### config.mk
export PLATFORM = sky130hd
export DESIGN_NAME = tsc_tap
export DESIGN_NICKNAME = d
export VERILOG_FILES = /design/src/rtl/tsc_pkg.sv /design/src/rtl/tsc_tap.sv /design/src/rtl/tsc_sync.sv
export SDC_FILE = /design/constraint.sdc
export NUM_CORES = 1
export LEC_CHECK = 0
export ABC_AREA = 1
export BUFFER_PORTS_ARGS = -buffer_cell sky130_fd_sc_hd__buf_2
export CELL_PAD_IN_SITES_DETAIL_PLACEMENT = 1
export CELL_PAD_IN_SITES_GLOBAL_PLACEMENT = 1
export CORE_MARGIN = 3
export CORE_UTILIZATION = 44
export CTS_CLUSTER_SIZE = 20
export DETAILED_ROUTE_END_ITERATION = 12
export HOLD_SLACK_MARGIN = 0.1
export MAX_ROUTING_LAYER = met4
export PLACE_DENSITY = 0.86
export SKIP_CTS_REPAIR_TIMING = 1
export SYNTH_ARGS = -nofsm -noshare
export SYNTH_HDL_FRONTEND = slang
export SYNTH_SLANG_ARGS = --single-unit
### constraint.sdc
create_clock -name clock_i -period 3.8 [get_ports clock_i]
set_input_delay 0.38 -clock clock_i [delete_from_list [all_inputs] [get_ports clock_i]]
set_output_delay 0.38 -clock clock_i [all_outputs]
set_load 0.02 [all_outputs]
### src/rtl/tsc_pkg.sv
// constants and types shared by the tap scan timing block
// Contract
// sample tdi, tms, inputs on tck rise
// tdo and outputs change on tck fall
// controller changes tms on tck fall
// controller drives tms low to leave reset
// capture-ir loads 10000001 into instruction register
// tdo driver enabled on fall entering shift
// first bit shifts on rise entering shift
// shift-ir moves one bit per rise
// all-ones instruction decodes as bypass
// controller raises tms on last shift
// tdo goes high impedance in exit1
// update-ir activates instruction on fall
// bypass register captures zero in capture-dr
// bypass delays tdi one stage
// update-dr transfers shifted data on fall
// standard sixteen state tap machine
// tdo off outside shift states
// five tms-high rises reach reset
package tsc_pkg;
    localparam int unsigned IR_W          = 8;
    localparam int unsigned DR_W          = 8;
    localparam int unsigned SYNC_W        = 2 + DR_W + 1;
    localparam logic [7:0]  IR_CAPTURE    = 8'h81;
    localparam logic [7:0]  IR_BYPASS     = 8'hFF;
    localparam logic [7:0]  DR_RESET      = 8'h00;
    localparam logic        BYP_CAPTURE   = 1'h0;

    typedef enum logic [3:0] {
        TSC_TLR, TSC_RTI,
        TSC_SEL_DR, TSC_CAP_DR, TSC_SH_DR, TSC_EX1_DR, TSC_PAU_DR, TSC_EX2_DR, TSC_UPD_DR,
        TSC_SEL_IR, TSC_CAP_IR, TSC_SH_IR, TSC_EX1_IR, TSC_PAU_IR, TSC_EX2_IR, TSC_UPD_IR
    } tsc_state_t;
endpackage

### src/rtl/tsc_tap.sv
// tap controller, instruction, bypass and data registers, all clocked by clock_i, with the pins sampled on it
module tsc_tap (
    input  wire logic                      clock_i,
    input  wire logic                      rst_n_i,
    input  wire logic                      tck_i,
    input  wire logic                      tms_i,
    input  wire logic                      tdi_i,
    input  wire logic [tsc_pkg::DR_W-1:0]  norm_in_i,
    output logic                           tdo_o,
    output logic                           tdo_oe_o,
    output logic      [tsc_pkg::DR_W-1:0]  norm_out_o,
    output logic      [tsc_pkg::IR_W-1:0]  instr_o,
    output logic      [3:0]                tap_state_o
);
    logic [tsc_pkg::SYNC_W-1:0] sync_w;
    logic                       tck_s;
    logic                       tms_s;
    logic                       tdi_s;
    logic [tsc_pkg::DR_W-1:0]   nin_s;
    logic                       tck_d_r;
    logic                       rise;
    logic                       fall;
    tsc_pkg::tsc_state_t        state_r;
    tsc_pkg::tsc_state_t        state_nxt;
    logic [tsc_pkg::IR_W-1:0]   ir_sh_r;
    logic                       byp_r;
    logic [tsc_pkg::DR_W-1:0]   dr_sh_r;
    logic                       bypass_sel;
    logic                       upd_ir_fall;
    logic                       upd_dr_fall;
    logic                       cap_dr_rise;
    logic                       sh_dr_rise;
    logic                       scan_bit;

    // shift states own the tdo driver; every other state keeps it off
    function automatic logic in_shift(input tsc_pkg::tsc_state_t st);
        return (st == tsc_pkg::TSC_SH_IR) || (st == tsc_pkg::TSC_SH_DR);
    endfunction

    // one scan stage: tdi enters at the msb, the lsb moves on towards tdo
    function automatic logic [tsc_pkg::DR_W-1:0] shift_in(
        input logic [tsc_pkg::DR_W-1:0] cur,
        input logic                     din
    );
        return {din, cur[tsc_pkg::DR_W-1:1]};
    endfunction

    // all pins share one synchroniser so tms, tdi and tck keep equal latency
    // edges show up two clocks after the pin moves, so tck must stay high and
    // low for at least one clock each; shorter phases are missed, not flagged
    tsc_sync #(
        .W (tsc_pkg::SYNC_W)
    ) u_sync (
        .clock_i (clock_i),
        .rst_n_i (rst_n_i),
        .async_i ({tck_i, tms_i, tdi_i, norm_in_i}),
        .sync_o  (sync_w)
    );

    assign tck_s = sync_w[tsc_pkg::SYNC_W-1];
    assign tms_s = sync_w[tsc_pkg::SYNC_W-2];
    assign tdi_s = sync_w[tsc_pkg::SYNC_W-3];
    assign nin_s = sync_w[tsc_pkg::DR_W-1:0];

    // cleared like the idle pin, so reset release shows no false rise
    always_ff @(posedge clock_i) begin
        if (!rst_n_i) begin
            tck_d_r <= 1'b0;
        end else begin
            tck_d_r <= tck_s;
        end
    end

    // rising edge sampling
    assign rise = tck_s & ~tck_d_r;
    // falling edge updates
    assign fall = ~tck_s & tck_d_r;

    // bypass decode
    assign bypass_sel = (instr_o == tsc_pkg::IR_BYPASS);

    // update strobes: the fall seen inside each update state
    assign upd_ir_fall = fall && (state_r == tsc_pkg::TSC_UPD_IR);
    assign upd_dr_fall = fall && (state_r == tsc_pkg::TSC_UPD_DR);

    // capture and shift strobes shared by both data stages
    assign cap_dr_rise = rise && (state_r == tsc_pkg::TSC_CAP_DR);
    assign sh_dr_rise  = rise && (state_r == tsc_pkg::TSC_SH_DR);

    // tap state transitions
    always_comb begin
        state_nxt = state_r;
        case (state_r)
            tsc_pkg::TSC_TLR:    state_nxt = tms_s ? tsc_pkg::TSC_TLR    : tsc_pkg::TSC_RTI;
            tsc_pkg::TSC_RTI:    state_nxt = tms_s ? tsc_pkg::TSC_SEL_DR : tsc_pkg::TSC_RTI;
            // data column
            tsc_pkg::TSC_SEL_DR: state_nxt = tms_s ? tsc_pkg::TSC_SEL_IR : tsc_pkg::TSC_CAP_DR;
            tsc_pkg::TSC_CAP_DR: state_nxt = tms_s ? tsc_pkg::TSC_EX1_DR : tsc_pkg::TSC_SH_DR;
            tsc_pkg::TSC_SH_DR:  state_nxt = tms_s ? tsc_pkg::TSC_EX1_DR : tsc_pkg::TSC_SH_DR;
            tsc_pkg::TSC_EX1_DR: state_nxt = tms_s ? tsc_pkg::TSC_UPD_DR : tsc_pkg::TSC_PAU_DR;
            tsc_pkg::TSC_PAU_DR: state_nxt = tms_s ? tsc_pkg::TSC_EX2_DR : tsc_pkg::TSC_PAU_DR;
            tsc_pkg::TSC_EX2_DR: state_nxt = tms_s ? tsc_pkg::TSC_UPD_DR : tsc_pkg::TSC_SH_DR;
            tsc_pkg::TSC_UPD_DR: state_nxt = tms_s ? tsc_pkg::TSC_SEL_DR : tsc_pkg::TSC_RTI;
            // instruction column
            tsc_pkg::TSC_SEL_IR: state_nxt = tms_s ? tsc_pkg::TSC_TLR    : tsc_pkg::TSC_CAP_IR;
            tsc_pkg::TSC_CAP_IR: state_nxt = tms_s ? tsc_pkg::TSC_EX1_IR : tsc_pkg::TSC_SH_IR;
            tsc_pkg::TSC_SH_IR:  state_nxt = tms_s ? tsc_pkg::TSC_EX1_IR : tsc_pkg::TSC_SH_IR;
            tsc_pkg::TSC_EX1_IR: state_nxt = tms_s ? tsc_pkg::TSC_UPD_IR : tsc_pkg::TSC_PAU_IR;
            tsc_pkg::TSC_PAU_IR: state_nxt = tms_s ? tsc_pkg::TSC_EX2_IR : tsc_pkg::TSC_PAU_IR;
            tsc_pkg::TSC_EX2_IR: state_nxt = tms_s ? tsc_pkg::TSC_UPD_IR : tsc_pkg::TSC_SH_IR;
            tsc_pkg::TSC_UPD_IR: state_nxt = tms_s ? tsc_pkg::TSC_SEL_DR : tsc_pkg::TSC_RTI;
            default:             state_nxt = tsc_pkg::TSC_TLR;
        endcase
    end

    // the state moves only on a detected rise; between rises it holds
    // tms-high path always lands in reset within five rises
    always_ff @(posedge clock_i) begin
        if (!rst_n_i) begin
            state_r <= tsc_pkg::TSC_TLR;
        end else if (rise) begin
            state_r <= state_nxt;
        end
    end

    // state code mirrored one clock late so the port comes from a flop
    always_ff @(posedge clock_i) begin
        if (!rst_n_i) begin
            tap_state_o <= tsc_pkg::TSC_TLR;
        end else begin
            tap_state_o <= state_r;
        end
    end

    // capture pattern, R7 R8 shift on each rise
    always_ff @(posedge clock_i) begin
        if (!rst_n_i) begin
            ir_sh_r <= tsc_pkg::IR_CAPTURE;
        end else if (rise) begin
            if (state_r == tsc_pkg::TSC_CAP_IR) begin
                ir_sh_r <= tsc_pkg::IR_CAPTURE;
            end else if (state_r == tsc_pkg::TSC_SH_IR) begin
                ir_sh_r <= shift_in(ir_sh_r, tdi_s);
            end
        end
    end

    // capture zero, R14 one-stage delay
    always_ff @(posedge clock_i) begin
        if (!rst_n_i) begin
            byp_r <= tsc_pkg::BYP_CAPTURE;
        end else if (bypass_sel) begin
            if (cap_dr_rise) begin
                byp_r <= tsc_pkg::BYP_CAPTURE;
            end else if (sh_dr_rise) begin
                byp_r <= tdi_s;
            end
        end
    end

    // every instruction but bypass selects this eight-bit register
    // data register captures the normal inputs on the capture-dr rise
    always_ff @(posedge clock_i) begin
        if (!rst_n_i) begin
            dr_sh_r <= tsc_pkg::DR_RESET;
        end else if (!bypass_sel) begin
            if (cap_dr_rise) begin
                dr_sh_r <= nin_s;
            end else if (sh_dr_rise) begin
                dr_sh_r <= shift_in(dr_sh_r, tdi_s);
            end
        end
    end

    // reloaded every clock in reset, not on an edge, so no edge can be missed
    // instruction takes effect on the update-ir fall; reset state forces bypass
    always_ff @(posedge clock_i) begin
        if (!rst_n_i) begin
            instr_o <= tsc_pkg::IR_BYPASS;
        end else if (state_r == tsc_pkg::TSC_TLR) begin
            instr_o <= tsc_pkg::IR_BYPASS;
        end else if (upd_ir_fall) begin
            instr_o <= ir_sh_r;
        end
    end

    // bypass leaves the outputs exactly as they were
    // shifted data reaches the outputs on the update-dr fall
    always_ff @(posedge clock_i) begin
        if (!rst_n_i) begin
            norm_out_o <= tsc_pkg::DR_RESET;
        end else if (upd_dr_fall && !bypass_sel) begin
            norm_out_o <= dr_sh_r;
        end
    end

    // driver on only after falls in shift states
    always_ff @(posedge clock_i) begin
        if (!rst_n_i) begin
            tdo_oe_o <= 1'b0;
        end else if (fall) begin
            tdo_oe_o <= in_shift(state_r);
        end
    end

    // bypass stage or register lsb feeds tdo
    always_comb begin
        scan_bit = dr_sh_r[0];
        if (state_r == tsc_pkg::TSC_SH_IR) begin
            scan_bit = ir_sh_r[0];
        end else if (bypass_sel) begin
            scan_bit = byp_r;
        end
    end

    // released pin keeps its last bit; only the pad driver lets go
    // tdo moves on falls only
    always_ff @(posedge clock_i) begin
        if (!rst_n_i) begin
            tdo_o <= 1'b0;
        end else if (fall && in_shift(state_r)) begin
            tdo_o <= scan_bit;
        end
    end
endmodule

### src/rtl/tsc_sync.sv
// two-flop synchroniser for pins that arrive from outside the clock domain
module tsc_sync #(
    parameter int unsigned W = 1
) (
    input  wire logic         clock_i,
    input  wire logic         rst_n_i,
    input  wire logic [W-1:0] async_i,
    output logic      [W-1:0] sync_o
);
    logic [W-1:0] meta_r;

    always_ff @(posedge clock_i) begin
        if (!rst_n_i) begin
            meta_r <= '0;
            sync_o <= '0;
        end else begin
            meta_r <= async_i;
            sync_o <= meta_r;
        end
    end
endmodule

======== Yosys cells after proc, flatten, opt, wreduce, memory -nomap -nowiden ========
Cells that the tools add are included.
cells by class
  mux-type cells .......................... 21
  reductions and logical operators ........ 18
  equal/unequal tests ..................... 16
  bitwise operators ....................... 6
operators by type and width
  cell                  number
  $pmux W4 S12          1
  $eq A4 B4 Y1 const B  8
  $mux W8               4
  $eq A4 B3 Y1 const B  4
  $mux W4               4
  $eq A4 B2 Y1 const B  2
  $eq A8 B8 Y1 const B  1
  $mux W1               7
  $logic_and A1 B1 Y1   6
  $mux W2               3
  $mux W3               2
  $reduce_and A2 Y1     3
  $reduce_or A2 Y1      3
  $eq A4 B1 Y1 const B  1
  $logic_not A4 Y1      1
  $not A1 Y1            4
  $reduce_bool A2 Y1    2
  $reduce_or A3 Y1      1
  $and A1 B1 Y1         2
  $logic_not A1 Y1      1
  $logic_or A1 B1 Y1    1
word-level totals
  output and inout port bits .............. 22
  word-level logic and storage cells ...... 73
  bits of input ports ..................... 13
  bits in registers ....................... 66

======== Depth between registers and ports, before layout ========
  depth after elaboration ................. 5
  gate-level depth with buffers ........... 10
  mapped depth without buffers ............ 9

======== Modules after synthesis ========
A second synthesis with hierarchy kept.
unflattened totals
  cells, all modules ...................... 364
  area, all modules ....................... 2613.8 um^2
by module, submodules not included
  module    sequential area each (um^2)  cells each  instances  area an instance (um^2)
  tsc_tap   880.8                        296         1          1985.7
  tsc_sync  440.4                        68          1          628.1

======== Least setup slack after synthesis ========
Ideal clock, no wire load.
  kind .................................... register to register
  start ................................... reg instr_o[1] (netlist name)
  end ..................................... reg byp_r
  data required time ...................... 3.687 ns
  path buffers ............................ 1
  setup time .............................. 0.113 ns
  cell stages (with the launch flop) ...... 9
  arrival time ............................ 1.221 ns
  clock period less this slack ............ 1.334 ns
  path slack .............................. 2.466 ns
  cell sequence ........................... dfxtp_1 -> nand2_1 -> nor2_1 -> nand2_1 -> buf_2 -> nor2_1 -> nand2_1 -> nand2_1 -> nor2_1
on the way
  longest elaborated chain between the ends .. 2
ends and longest elaborated chain
  item                         line            source
  from (decl)                  tsc_tap.sv:12   output logic [tsc_pkg::IR_W-1:0] instr_o,
  from (signal assigned)       tsc_tap.sv:179  instr_o <= tsc_pkg::IR_BYPASS;
  from (signal assigned)       tsc_tap.sv:181  instr_o <= tsc_pkg::IR_BYPASS;
  from (signal assigned)       tsc_tap.sv:183  instr_o <= ir_sh_r;
  $eq A8 B8 Y1                 tsc_tap.sv:80   assign bypass_sel = (instr_o == tsc_pkg::IR_BYPASS);
  $reduce_and A2 Y1 (no line)  -
  to (signal assigned)         tsc_tap.sv:151  byp_r <= tsc_pkg::BYP_CAPTURE;
  to (signal assigned)         tsc_tap.sv:154  byp_r <= tsc_pkg::BYP_CAPTURE;
  to (signal assigned)         tsc_tap.sv:156  byp_r <= tdi_s;
  to (decl)                    tsc_tap.sv:26   logic byp_r;
No other way between the ends.
A chain may end at the register's enable or synchronous reset.

==> flow_summary.toml <==
[routing]
drt_iter0_drc = 79
via_per_inst = 4.82
drcViolationCount = 0
top_layer = "met4"
dr.pass1.iters = 4
route.met2.wl_um = 2740
wl_per_cell_um = 12.5
drt-met1-wl_um = 2910
dr_wl_met3_um = 238
via_count = 2303
routed_wl_um = 5990
ant_nets = 0

[power_and_ir_drop]
max-vdd-ir-drop_mv = 0.199
cellPowerDensity_nw_per_um2 = 429
leakagePower_nw = 1.51

[sta]
finalCriticalPeriod_ps = 1680
min_period_over_period_pct = 44.1
rsz0062_at_grt = "false"
fin_worst_skew_ps = 8.14
fmax_mhz = 597
fin_tns_setup_ps = 0
setup_viol = 0
slew_viol_final = 0
final_hold_viol_count = 0
whs_ps = 222
slew_headroom_pct = 55.4
worst_pin_slew_ps = 668

[logic_synthesis]
ys_top_cells_by_area = "dfxtp_1 50%, nand2_1 19%, inv_1 6.8%"
synth_cell_types = 22
async_flop_share_pct = 0
avgSynthCellArea_um2 = 7.19
synth_most_common_cell = "nand2_1"
ys_ff_latch = 66
synth_commonest_cells = "132 x nand2_1, 66 x dfxtp_1, 48 x inv_1, 28 x a21oi_1, 24 x nand3_1"
ys_seq_area_share_pct = 50.0
synthesis.nets = 380
synth_ff_type = "dfxtp_1"
synth_top_area_cell = "dfxtp_1"
synth_edf_count = 0
synth_top_area_share_pct = 50.0
syn-cell-area_um2 = 2640
yosys_warnings = 0
syn_inst = 367

[floorplanning]
fp.dieW_um = 83.5
rows = 27
die_h_um = 83.5
coreArea_um2 = 5640
dieArea_um2 = 6970
ios = 35
initial_core_util_pct = 46.8

[layout]
syn2layout_area_growth_pct = 14.7
antennaDiodeCount = 0
drive_above_1_share_pct = 16.5
layout.nets = 415
nFillCells = 770

[clock_network]
cts_sinks = 66
cts_inserted_buffers = 9
cts_max_level = 3
path_clk_slew_ps = 70
clk_path_buf_depth = 2
cts_tree = "built"
cts-root-buf = "clkbuf_8"
clk_latency_ps = 340

[global_routing]
grt-ovfl-total = 0
grt_pass1_vias = 2266
grt_usage_pct = 19.2
grt_max_degree = 34
antenna_found_initial = 0
grt_pass1_wl_um = 10600

[worst_setup_path]
cp.arrival_ps = 1940
worstPathRequired_ps = 4060
path_class = "input pin to flop"
start_kind = "input pin"
worst-path-max-fanout = 33
critical_path.endpoint_type = "flop"

[flow_run]
max_cap_viol_count = 0

[placement]
globalplace.congestion = 0.878
dp.final_hpwl_um = 4380
port_buffers = 34

[hold_path]
min_path_type = "input pin to flop"

[status]
status = "complete, no violations"
==> flip-flops by register name (all words and copies together) (netlist names), 4 cells and up <==
name and count:
dr_sh_r 8, instr_o 8, ir_sh_r 8, norm_out_o 8, state_r 4, tap_state_o 4, u_sync.meta_r 11, u_sync.sync_o 11
==> stage by stage <==
stage / std cells / instance area [um^2] / util (%) / total power (W) / setup WS, ps
after floorplan: 367 / 2640 / - / 0.000749 / 2470
after global placement: 463 / 2850 / 50.4 / 0.000760 / 1820
after detailed placement: 463 / 2850 / 50.4 / 0.000763 / 1720
after CTS: 478 / 3030 / 53.7 / 0.00131 / 2090
after global routing: 478 / 3030 / 53.7 / 0.00136 / 1850
final: 478 / 3030 / 53.7 / 0.00130 / 2120
==> placed cells by master (no fill, tap or decap), types with 5 or more instances in the layout <==
master,instances
a21oi_1,28
buf_2,34
clkbuf_8,9
dfxtp_1,66
inv_1,48
inv_2,5
nand2_1,132
nand3_1,24
nor2_1,20
o21ai_0,14
==> metal layers <==
metal / global-route usage (%) / vias to the layer above
met5: - / -
met3: 5.13 / 8
met4: 7.46 / 0
li1: - / 1208
met2: 28.8 / 35
met1: 24.7 / 1052
==> report_power, final <==
group / internal (W) / total [W] / switching [W]
Sequential: 0.000704 / 0.000709 / 0.00000542
Combinational: 0.0000116 / 0.0000370 / 0.0000254
Clock: 0.000295 / 0.000552 / 0.000257
Total: 0.00101 / 0.00130 / 0.000288
==> worst max-delay path, cell delays in order <==
cell	delay, ps
buf_2	440
inv_1	470
nor3_1	470
nand2_1	90
o21ai_0	80
==> cell type report <==
class,count,area [um^2],area share (%)
tap,72,90.1,2.98
multi-input combinational,237,1060,34.9
clock inverter,6,58.8,1.94
clock buffer,9,124,4.09
timing repair buffer,34,170,5.62
sequential,66,1320,43.6
inverter,54,208,6.86
==> cell families after synthesis <==
kind of cell           count (synthesis)  share of synthesized area, %
and+or+nand+nor                      190                          30.9
DFF                                   66                          50.0
buffers and inverters                 64                          9.95
AOI/OAI and AO/OA                     47                          9.10
==> path summary, 6_finish.rpt <==
kind | depth (start not counted) | startpoint | to | slack [ps]
worst min-delay path | 3 | norm_in_i[4] | u_sync.meta_r[4] | 220
worst min register to register | 2 | u_sync.meta_r[2] | u_sync.sync_o[2] | 410
worst max register to register | 8 | state_r[0] | dr_sh_r[2] | 2190
worst max-delay path | 5 | rst_n_i | state_r[3] | 2120
No activity file was read; power rests on OpenSTA's default activity.
